[src/shared/pcxcap_pkg.sv]
`default_nettype none
package pcxcap_pkg;
  // register byte offsets (dword aligned)
  localparam logic [7:0] OFS_CAP_WORD = 8'hE4;
  localparam logic [7:0] OFS_STATUS_WORD = 8'hE8;
  // fixed values
  localparam logic [7:0] CAP_ID_VAL = 8'h07;
  localparam logic [7:0] NEXT_PTR_VAL = 8'hF0;
  localparam logic [7:0] NEXT_PTR_NONE = 8'h00;
  localparam logic [2:0] FUNC_NUM_VAL = 3'h0;
  localparam logic [4:0] DEV_NUM_RST = 5'h1F;
  localparam logic [7:0] BUS_NUM_RST = 8'hFF;
  localparam logic [1:0] DESIGN_MRBC_VAL = 2'h2;
  localparam logic DEV_COMPLEX_VAL = 1'b0;
  // command word reset values
  localparam logic CMD_PARITY_RST = 1'b0;
  localparam logic CMD_RELAX_RST = 1'b1;
  localparam logic [1:0] CMD_MRBC_RST = 2'h0;
  localparam logic [2:0] CMD_SPLIT_RST = 3'h0;
  // command field positions inside dword E4
  localparam int CMD_LSB = 16;
  localparam int CMD_PARITY_BIT = 16;
  localparam int CMD_RELAX_BIT = 17;
  localparam int CMD_MRBC_LSB = 18;
  localparam int CMD_SPLIT_LSB = 20;
  // status field positions inside dword E8
  localparam int ST_DEV_LSB = 3;
  localparam int ST_BUS_LSB = 8;
  localparam int ST_DROP_BIT = 18;
  localparam int ST_UNEXP_BIT = 19;
  localparam int ST_FUNC_LSB = 0;
  localparam int ST_64B_BIT = 16;
  localparam int ST_133_BIT = 17;
  localparam int ST_CPLX_BIT = 20;
  localparam int ST_DMRBC_LSB = 21;
  // config write address bits for capture
  localparam int AD_DEV_LSB = 11;
  localparam int AD_BUS_LSB = 0;
  // capability id and pointer positions inside dword E4
  localparam int CAP_ID_LSB = 0;
  localparam int NEXT_PTR_LSB = 8;
  // byte lane that carries the low command byte and the w1c flags
  localparam int WR_LANE_BIT = 2;
  // read byte count encodings in bytes
  localparam logic [12:0] MRBC_512 = 13'h0200;
  localparam logic [12:0] MRBC_1K = 13'h0400;
  localparam logic [12:0] MRBC_2K = 13'h0800;
  localparam logic [12:0] MRBC_4K = 13'h1000;
  // split transaction limit encodings
  localparam logic [5:0] SPLIT_LIM_0 = 6'h01;
  localparam logic [5:0] SPLIT_LIM_1 = 6'h02;
  localparam logic [5:0] SPLIT_LIM_2 = 6'h03;
  localparam logic [5:0] SPLIT_LIM_3 = 6'h04;
  localparam logic [5:0] SPLIT_LIM_4 = 6'h08;
  localparam logic [5:0] SPLIT_LIM_5 = 6'h0C;
  localparam logic [5:0] SPLIT_LIM_6 = 6'h10;
  localparam logic [5:0] SPLIT_LIM_7 = 6'h20;
  localparam logic [5:0] SPLIT_HW_MAX = 6'h01;
endpackage : pcxcap_pkg
`default_nettype wire

[src/pcxcap_decode.sv]
`default_nettype none
// ==========================================
// command field decode
module pcxcap_decode (
  input wire logic [1:0] mrbc_code,
  input wire logic [2:0] split_code,
  output logic [12:0] read_bytes,
  output logic [5:0] split_limit
);
  always_comb
  begin
    case (mrbc_code)
      2'h0: read_bytes = pcxcap_pkg::MRBC_512;
      2'h1: read_bytes = pcxcap_pkg::MRBC_1K;
      2'h2: read_bytes = pcxcap_pkg::MRBC_2K;
      default: read_bytes = pcxcap_pkg::MRBC_4K;
    endcase
    case (split_code)
      3'h0: split_limit = pcxcap_pkg::SPLIT_LIM_0;
      3'h1: split_limit = pcxcap_pkg::SPLIT_LIM_1;
      3'h2: split_limit = pcxcap_pkg::SPLIT_LIM_2;
      3'h3: split_limit = pcxcap_pkg::SPLIT_LIM_3;
      3'h4: split_limit = pcxcap_pkg::SPLIT_LIM_4;
      3'h5: split_limit = pcxcap_pkg::SPLIT_LIM_5;
      3'h6: split_limit = pcxcap_pkg::SPLIT_LIM_6;
      default: split_limit = pcxcap_pkg::SPLIT_LIM_7;
    endcase
  end
endmodule : pcxcap_decode
`default_nettype wire

[src/pcxcap_regs.sv]
`default_nettype none
// Summary of operation
// - capability id always reads 07
// - next pointer read-only, normally F0
// - msi disabled in pci mode: pointer zero
// - visible both modes, acts only pci-x
// - parity recovery bit, else serr on parity
// - relaxed ordering bit resets one, rw
// - read byte count field rw, reset zero
// - byte count codes 512,1K,2K,4K
// - split limit field rw, eight codes
// - never more than one split outstanding
// - command bits 15:7 read zero
// - function number reads zero
// - device number captures AD[15:11]
// - bus number captures AD[7:0]
// - 64-bit flag from nonvolatile word
// - 133 MHz flag from nonvolatile word
// - dropped split completion flag, w1c
// - unexpected split completion flag, w1c
// - complexity bit reads zero
// - designed read byte count reads 2
module pcxcap_regs (
  input wire logic clk,
  input wire logic rstn,
  // configuration access, same clock domain
  input wire logic cfg_rd,
  input wire logic cfg_wr,
  input wire logic cfg_type0_wr,
  input wire logic [7:0] cfg_addr,
  input wire logic [3:0] cfg_be,
  input wire logic [31:0] cfg_wdata,
  input wire logic [31:0] cfg_ad,
  output logic [31:0] cfg_rdata,
  output logic cfg_rvalid,
  // mode and nonvolatile straps
  input wire logic pcix_mode,
  input wire logic nv_msi_disable,
  input wire logic nv_64bit,
  input wire logic nv_133mhz,
  // events from bus logic
  input wire logic evt_split_dropped,
  input wire logic evt_split_unexpected,
  input wire logic master_parity_err,
  input wire logic serr_enable,
  input wire logic split_issue,
  input wire logic split_done,
  // settings that act on the bus logic
  output logic parity_recovery_enable,
  output logic relaxed_order_enable,
  output logic [12:0] max_read_byte_count,
  output logic [5:0] split_limit,
  output logic split_allow,
  output logic serr_request,
  output logic [7:0] req_bus_num,
  output logic [4:0] req_dev_num,
  output logic [2:0] req_func_num
);
  // ==========================================
  // state
  typedef struct packed {
    logic par_en;
    logic rlx_en;
    logic [1:0] mrbc;
    logic [2:0] split;
    logic [2:0] func;
    logic [4:0] dev;
    logic [7:0] bus;
    logic dropped;
    logic unexp;
    logic nv64;
    logic nv133;
    logic outstanding;
    logic [31:0] rdata;
    logic rvalid;
    logic o_par;
    logic o_rlx;
    logic [12:0] o_bytes;
    logic [5:0] o_lim;
    logic o_allow;
    logic o_serr;
  } pcxcap_state_t;

  pcxcap_state_t st_ff;
  pcxcap_state_t nxt_st;
  logic [12:0] dec_bytes;
  logic [5:0] dec_lim;

  pcxcap_decode u_dec (
    .mrbc_code(st_ff.mrbc),
    .split_code(st_ff.split),
    .read_bytes(dec_bytes),
    .split_limit(dec_lim)
  );

  // ==========================================
  // helper functions
  // pointer drops out of the chain when msi is hidden, pci mode only
  function automatic logic ptr_hidden(input logic pm, input logic msi_off);
    return !pm && msi_off;
  endfunction : ptr_hidden

  function automatic logic [31:0] cap_word(input pcxcap_state_t s, input logic hide);
    logic [31:0] w;
    w = 32'h0000_0000;
    w[pcxcap_pkg::CAP_ID_LSB +: 8] = pcxcap_pkg::CAP_ID_VAL;
    if (hide)
    begin
      w[pcxcap_pkg::NEXT_PTR_LSB +: 8] = pcxcap_pkg::NEXT_PTR_NONE;
    end
    else
    begin
      w[pcxcap_pkg::NEXT_PTR_LSB +: 8] = pcxcap_pkg::NEXT_PTR_VAL;
    end
    w[pcxcap_pkg::CMD_PARITY_BIT] = s.par_en;
    w[pcxcap_pkg::CMD_RELAX_BIT] = s.rlx_en;
    w[pcxcap_pkg::CMD_MRBC_LSB +: 2] = s.mrbc;
    w[pcxcap_pkg::CMD_SPLIT_LSB +: 3] = s.split;
    // reserved command bits have no storage, so nothing can leak into them
    return w;
  endfunction : cap_word

  function automatic logic [31:0] status_word(input pcxcap_state_t s);
    logic [31:0] w;
    w = 32'h0000_0000;
    w[pcxcap_pkg::ST_FUNC_LSB +: 3] = s.func;
    w[pcxcap_pkg::ST_DEV_LSB +: 5] = s.dev;
    w[pcxcap_pkg::ST_BUS_LSB +: 8] = s.bus;
    w[pcxcap_pkg::ST_64B_BIT] = s.nv64;
    w[pcxcap_pkg::ST_133_BIT] = s.nv133;
    w[pcxcap_pkg::ST_DROP_BIT] = s.dropped;
    w[pcxcap_pkg::ST_UNEXP_BIT] = s.unexp;
    w[pcxcap_pkg::ST_CPLX_BIT] = pcxcap_pkg::DEV_COMPLEX_VAL;
    w[pcxcap_pkg::ST_DMRBC_LSB +: 2] = pcxcap_pkg::DESIGN_MRBC_VAL;
    // upper status bits belong to logic outside this block and read zero here
    return w;
  endfunction : status_word

  // ==========================================
  // read mux
  function automatic logic [31:0] rd_word(input pcxcap_state_t s, input logic [7:0] a,
                                          input logic hide);
    logic [31:0] w;
    w = 32'h0000_0000;
    case (a)
      pcxcap_pkg::OFS_CAP_WORD: w = cap_word(s, hide);
      pcxcap_pkg::OFS_STATUS_WORD: w = status_word(s);
      default: w = 32'h0000_0000;
    endcase
    return w;
  endfunction : rd_word

  // ==========================================
  // write decode
  // only the lane holding the low command byte and the flags matters here
  function automatic logic lane_write(input logic wr, input logic [7:0] a, input logic [3:0] be,
                                      input logic [7:0] ofs);
    return wr && (a == ofs) && be[pcxcap_pkg::WR_LANE_BIT];
  endfunction : lane_write

  // ==========================================
  // flag and split tracking
  // an event in the same cycle as its clear wins, so no event is lost
  function automatic logic w1c_next(input logic cur, input logic evt, input logic clr);
    logic n;
    n = cur;
    if (evt)
    begin
      n = 1'b1;
    end
    else if (clr)
    begin
      n = 1'b0;
    end
    return n;
  endfunction : w1c_next

  // an issue while one split is open is ignored unless split_done comes in the same cycle; bus logic waits on split_allow
  function automatic logic split_next(input logic cur, input logic issue, input logic done);
    logic n;
    n = cur;
    if (done)
    begin
      n = 1'b0;
    end
    if (issue && !n)
    begin
      n = 1'b1;
    end
    return n;
  endfunction : split_next

  // ==========================================
  // reset values
  function automatic pcxcap_state_t reset_state(input logic s64, input logic s133);
    pcxcap_state_t r;
    r = '0;
    r.par_en = pcxcap_pkg::CMD_PARITY_RST;
    r.rlx_en = pcxcap_pkg::CMD_RELAX_RST;
    r.mrbc = pcxcap_pkg::CMD_MRBC_RST;
    r.split = pcxcap_pkg::CMD_SPLIT_RST;
    r.func = pcxcap_pkg::FUNC_NUM_VAL;
    r.dev = pcxcap_pkg::DEV_NUM_RST;
    r.bus = pcxcap_pkg::BUS_NUM_RST;
    // straps are sampled while reset is held, then frozen
    r.nv64 = s64;
    r.nv133 = s133;
    r.o_bytes = pcxcap_pkg::MRBC_512;
    r.o_lim = pcxcap_pkg::SPLIT_HW_MAX;
    r.o_allow = 1'b1;
    return r;
  endfunction : reset_state

  // ==========================================
  // next state
  always_comb
  begin
    logic wr_cmd;
    logic wr_st;
    logic hide;
    logic outst;
    wr_cmd = lane_write(cfg_wr, cfg_addr, cfg_be, pcxcap_pkg::OFS_CAP_WORD);
    wr_st = lane_write(cfg_wr, cfg_addr, cfg_be, pcxcap_pkg::OFS_STATUS_WORD);
    hide = ptr_hidden(pcix_mode, nv_msi_disable);
    outst = split_next(st_ff.outstanding, split_issue, split_done);
    nxt_st = st_ff;
    // writes land in both modes; only the outputs below are gated by mode
    if (wr_cmd)
    begin
      nxt_st.par_en = cfg_wdata[pcxcap_pkg::CMD_PARITY_BIT];
      nxt_st.rlx_en = cfg_wdata[pcxcap_pkg::CMD_RELAX_BIT];
      nxt_st.mrbc = cfg_wdata[pcxcap_pkg::CMD_MRBC_LSB +: 2];
      nxt_st.split = cfg_wdata[pcxcap_pkg::CMD_SPLIT_LSB +: 3];
    end
    // ids come from any type 0 config write, even one aimed elsewhere
    if (cfg_type0_wr)
    begin
      nxt_st.dev = cfg_ad[pcxcap_pkg::AD_DEV_LSB +: 5];
      nxt_st.bus = cfg_ad[pcxcap_pkg::AD_BUS_LSB +: 8];
    end
    // writing zero keeps a flag; read-only fields have no write path
    nxt_st.dropped = w1c_next(st_ff.dropped, evt_split_dropped,
                              wr_st && cfg_wdata[pcxcap_pkg::ST_DROP_BIT]);
    nxt_st.unexp = w1c_next(st_ff.unexp, evt_split_unexpected,
                            wr_st && cfg_wdata[pcxcap_pkg::ST_UNEXP_BIT]);
    nxt_st.func = pcxcap_pkg::FUNC_NUM_VAL;
    nxt_st.outstanding = outst;
    // read port
    nxt_st.rvalid = cfg_rd;
    if (cfg_rd)
    begin
      nxt_st.rdata = rd_word(st_ff, cfg_addr, hide);
    end
    else
    begin
      nxt_st.rdata = 32'h0000_0000;
    end
    // settings act on the bus only in pci-x mode; pci mode sees fixed defaults
    if (pcix_mode)
    begin
      nxt_st.o_par = st_ff.par_en;
      nxt_st.o_rlx = st_ff.rlx_en;
      nxt_st.o_bytes = dec_bytes;
      nxt_st.o_lim = dec_lim;
    end
    else
    begin
      nxt_st.o_par = 1'b0;
      nxt_st.o_rlx = 1'b0;
      nxt_st.o_bytes = pcxcap_pkg::MRBC_512;
      nxt_st.o_lim = pcxcap_pkg::SPLIT_HW_MAX;
    end
    // the limit is only advertised; this hold-off keeps one split open at most
    nxt_st.o_allow = !outst;
    // without recovery a master parity error is reported as a system error
    nxt_st.o_serr = master_parity_err && serr_enable && !nxt_st.o_par;
    if (!rstn)
    begin
      nxt_st = reset_state(nv_64bit, nv_133mhz);
    end
  end

  // ==========================================
  // registers
  always_ff @(posedge clk)
  begin
    st_ff <= nxt_st;
  end

  // ==========================================
  // outputs, each straight from a register
  assign cfg_rdata = st_ff.rdata;
  assign cfg_rvalid = st_ff.rvalid;
  assign parity_recovery_enable = st_ff.o_par;
  assign relaxed_order_enable = st_ff.o_rlx;
  assign max_read_byte_count = st_ff.o_bytes;
  assign split_limit = st_ff.o_lim;
  assign split_allow = st_ff.o_allow;
  assign serr_request = st_ff.o_serr;
  assign req_bus_num = st_ff.bus;
  assign req_dev_num = st_ff.dev;
  assign req_func_num = st_ff.func;
endmodule : pcxcap_regs
`default_nettype wire
[config.mk]
export PLATFORM = sky130hd
export DESIGN_NAME = pcxcap_regs
export DESIGN_NICKNAME = d
export VERILOG_FILES = /design/src/shared/pcxcap_pkg.sv /design/src/pcxcap_decode.sv /design/src/pcxcap_regs.sv
export SDC_FILE = /design/constraint.sdc
export NUM_CORES = 1
export LEC_CHECK = 0
export BUFFER_PORTS_ARGS = -buffer_cell sky130_fd_sc_hd__buf_2
export CAP_MARGIN = 10
export CORE_UTILIZATION = 45
export DETAILED_ROUTE_END_ITERATION = 12
export MAX_ROUTING_LAYER = met4
export PLACE_DENSITY = 0.85
export RECOVER_POWER = 50
export SLEW_MARGIN = 20
export SYNTH_ARGS = -nofsm -noshare
export SYNTH_HDL_FRONTEND = slang
export SYNTH_SLANG_ARGS = --single-unit
[constraint.sdc]
create_clock -name clk -period 4.5 [get_ports clk]
set_clock_uncertainty 0.15 [all_clocks]
set_input_delay 0.9 -clock clk [delete_from_list [all_inputs] [get_ports clk]]
set_output_delay 0.9 -clock clk [all_outputs]
set_load 0.02 [all_outputs]
* Word level (Yosys, flattened, before mapping) *
Index checks and enable logic that the tools add are counted.

word-level totals
  register bits after elaboration = 84
  output and inout bits = 72
  input bits = 91
  word-level logic and storage cells = 61

cells by class
  equality and inequality tests = 10
  reductions and logical operators = 20
  muxes and demuxes = 11

operators with widths
  kind                  count
  $pmux W23 S2          1
  $pmux W6 S7           1
  $pmux W13 S3          1
  $mux W21              1
  $eq A8 B8 Y1 const B  2
  $logic_and A1 B1 Y1   10
  $eq A3 B3 Y1 const B  3
  $mux W8               1
  $eq A3 B2 Y1 const B  2
  $mux W1               6
  $logic_not A1 Y1      4
  $reduce_and A2 Y1     2
  $reduce_bool A2 Y1    2
  $eq A3 B1 Y1 const B  1
  $logic_not A3 Y1      1
  $eq A2 B1 Y1 const B  1
  $eq A2 B2 Y1 const B  1
  $logic_not A2 Y1      1

* Depth between registers and ports, before layout *
  depth after elaboration = 6
  depth in mapped cells = 5
  mapped depth without buffers = 3

* Cells and area by module *
From an unflattened synthesis, not the netlist that was laid out.

unflattened totals
  cells, all modules = 299
  area total of the unflattened synthesis = 2885.3 um^2

modules (own cells, without submodules)
  module         cells each  times used  seq. area each (um^2)  area an instance (um^2)
  pcxcap_regs    276         1           1421.4                 2738.9
  pcxcap_decode  23          1           0.0                    146.4

* Worst setup path after synthesis *
OpenSTA, ideal clock, no wires.

  path type = input to register
  from = in cfg_addr[1]
  to = reg st_ff[77] (netlist name)
  cell stages on the path = 3
  slack = 2248 ps
  setup time = 72 ps
  buffers on the path = 0
  arrival = 2030 ps
  cell sequence = or4b_4 nor3_4 mux2i_1

on the way
  longest elaborated chain between the ends = 3

ends and longest elaborated chain
  element                           RTL line            text
  from (decl)                       pcxcap_regs.sv:30   input wire logic [7:0] cfg_addr,
  $eq A8 B8 Y1                      pcxcap_regs.sv:158  return wr && (a == ofs) && be[pcxcap_pkg::WR_LANE_BIT];
  $logic_and A1 B1 Y1 (2 in a row)  pcxcap_regs.sv:158
  to (signal assigned)              pcxcap_regs.sv:287  st_ff <= nxt_st;
  to (decl)                         pcxcap_regs.sv:84   pcxcap_state_t st_ff;

Every way passes these cells.
A chain may end at the register's enable or synchronous reset.

* Worst setup path in the final report *
  from = in rstn
  to = reg st_ff (netlist bit split_limit[4])

on the way
  longest elaborated chain between the ends = 1

ends and longest elaborated chain
  element                      RTL line           text
  from (decl)                  pcxcap_regs.sv:25  input wire logic rstn,
  $reduce_and A2 Y1 (no line)  n/a

Every way passes these cells.

==> flow_summary.json <==
{
  "diodes": 0,
  "slew_viol_final": 0,
  "gp_congestion": 0.745,
  "dieArea_um2": 5910,
  "numCtsBuffers": 9,
  "synth_warnings": 0,
  "fin_util_pct": 52.4,
  "drtAntennaViolNets": 0,
  "fp.dieW_um": 76.9,
  "gr-total-overflow": 0,
  "root_buffer": "clkbuf_8",
  "wl_per_cell_um": 12.3,
  "synthTopCellsByCount": "buf_4, dfxtp_1, nand2_1",
  "rsz0062_at_grt": "no",
  "io_buffers": 94,
  "drive_above_1_share_pct": 27.1,
  "seqPwrFrac_pct": 53.3,
  "grt_pass1_wl_um": 7570,
  "grt_usage_pct": 17.5,
  "dp_hpwl_um": 3450,
  "ir_worst_vdd_mv": 0.235,
  "num_io_pins": 163,
  "hp-class": "reg -> reg",
  "clk_pin_slew_worst_paths_ps": 60,
  "antenna_found_initial": 0,
  "first_iter_violations": 79,
  "tritoncts": "built",
  "critPathLaunchType": "input port",
  "ctsHoldBuffers": 0,
  "first_global_vias": 1578,
  "ys.flop_type": "dfxtp_1",
  "fin_crit_sh_pct": 61.3,
  "finalPower_mw": 1.06,
  "fp.coreArea_um2": 5240,
  "fillers": 502,
  "synth_top_area_share_pct": 46.8,
  "crit_required_ps": 4600,
  "die_h_um": 76.9,
  "tightest_slew_ps": 1400,
  "cp_max_fo": 34,
  "h-tree-depth": 3,
  "hold_slack_ps": 330,
  "clock_path_buffers": 2,
  "avgSynthCellArea_um2": 9.59,
  "leakagePower_nw": 1.31,
  "first_pass_iters": 4,
  "crit_type": "in -> reg",
  "critPathArrivalTime_ps": 2850,
  "synth_area_leaders": "dfxtp_1, buf_4, mux2i_1",
  "cts_resized": 0,
  "postRouteWirelength_um": 4730,
  "area_delta_synth_final_pct": 8.78,
  "cellPowerDensity_nw_per_um2": 385,
  "grt_max_degree": 35,
  "start_util_pct": 48.2,
  "fin_nets": 401,
  "syn_area_um2": 2520,
  "postCtsSetupBuffers": 0,
  "finalHoldViolCount": 0,
  "setup_violations": 0,
  "synth_edf_count": 2,
  "drc": 0,
  "maxSlewHeadroom_pct": 6.62,
  "status": "finished, final reports clean",
  "finalSetupTns_ps": 0,
  "p_clk_share_pct": 38.1,
  "synthDistinctLibCells": 28,
  "yosysTopAreaCell": "dfxtp_1",
  "synthCells": 263,
  "p_int_uw": 798,
  "cts.sinks": 61,
  "crit_path_end_kind": "register",
  "rows": 26,
  "p_comb_share_pct": 8.7,
  "min_period_ps": 2760,
  "maxCapViolCount": 0,
  "yosysMostFrequentCell": "buf_4",
  "fmax_mhz": 362,
  "vias": 1712,
  "p_sw_share_pct": 24.5,
  "netSwitchingPower_uw": 259,
  "viasPerCell": 4.46,
  "synth_seq_cells": 61,
  "insertion_delay_ps": 320,
  "ys_seq_area_share_pct": 49.2,
  "async_flop_share_pct": 0
}
==> layer usage <==
layer / GRT usage, % / wire length, um
met4: 7.50 / 83
met5: - / 0
met1: 20.4 / 2120
met2: 26.7 / 2160
met3: 7.02 / 364
==> per-stage QoR <==
step                area, um2  instances  setup slack (ps)
floorplan                2600        283              2250
global placement         2620        369              1970
detailed placement       2620        369              1870
CTS                      2780        384              2220
global route             2740        384              1490
finish                   2740        384              1740
==> registers in the layout, summed over array words and instances (netlist names) <==
register	count
split_limit	6
req_bus_num	8
cfg_rdata	21
cfg_rvalid	1
serr_request	1
req_dev_num	5
st_ff	12
parity_recovery_enable	1
relaxed_order_enable	1
max_read_byte_count	4
split_allow	1
==> cell usage in the layout (no fill, tap or decap), types with 2 or more instances in the layout <==
| cell type | synthesis | final |
|---|---|---|
| nand4_1 | 2 | 2 |
| clkinv_2 | 0 | 2 |
| xor2_1 | 2 | 2 |
| conb_1 | 1 | 21 |
| o21ai_0 | 6 | 6 |
| dfxtp_1 | 59 | 59 |
| edfxtp_1 | 2 | 2 |
| a21oi_1 | 6 | 6 |
| inv_1 | 3 | 3 |
| clkbuf_8 | 0 | 10 |
| a22oi_1 | 4 | 4 |
| clkbuf_1 | 9 | 28 |
| nor2_1 | 14 | 14 |
| and3_1 | 15 | 15 |
| nand2_1 | 33 | 33 |
| mux2i_1 | 20 | 20 |
| buf_2 | 2 | 68 |
| a31oi_1 | 2 | 2 |
| nor2b_1 | 5 | 5 |
==> path summary, 6_finish.rpt <==
check / from / end / slack [ps] / cells past startpoint
worst max register to register: st_ff[77]$_SDFFE_PN0P_ / split_limit[1]$_SDFF_PN0_ / 3500 / 3
worst min-delay path: req_bus_num[6]$_SDFFE_PN1P_ / cfg_rdata[14]$_SDFF_PN0_ / 330 / 2
worst min register to register: req_bus_num[6]$_SDFFE_PN1P_ / cfg_rdata[14]$_SDFF_PN0_ / 330 / 2
worst max-delay path: rstn / split_limit[4]$_SDFF_PN0_ / 1740 / 5
==> power by group through the flow <==
stage	clock [mW]	sequential [mW]	combinational [mW]
6_report	0.402	0.563	0.0915
5_1_grt	0.450	0.563	0.0998
4_1_cts	0.417	0.562	0.0927
3_5_place_dp	0	0.574	0.0925
3_3_place_gp	0	0.574	0.0906
2_1_floorplan	0	0.575	0.0793
==> area by class of cell <==
class | count | area [um2] | share of cell area (%)
flip-flops and latches | 61 | 1240 | 45.2
multi-input cells | 139 | 790 | 28.8
repair buffers | 96 | 449 | 16.4
clock buffers | 11 | 141 | 5.15
well taps | 70 | 87.6 | 3.19
clock inverters | 4 | 23.8 | 0.866
inverters | 3 | 11.3 | 0.410
==> logic make-up after synthesis <==
| kind of cell | Yosys count | synth area share (%) |
|---|---|---|
| AOI/OAI and AO/OA | 18 | 4.07 |
| buffers and inverters | 83 | 22.5 |
| muxes | 20 | 7.94 |
| and+or+nand+nor | 78 | 15.5 |
| other | 1 | 0.149 |
| DFF | 61 | 49.2 |
| xor gates and xnor gates | 2 | 0.695 |
==> worst max-delay path, cell delays in order <==
cell,delay (ps)
clkbuf_1,110
clkbuf_1,1040
and2_0,480
nand2_1,130
nor3b_1,190
(Power assumes the default switching activity.)
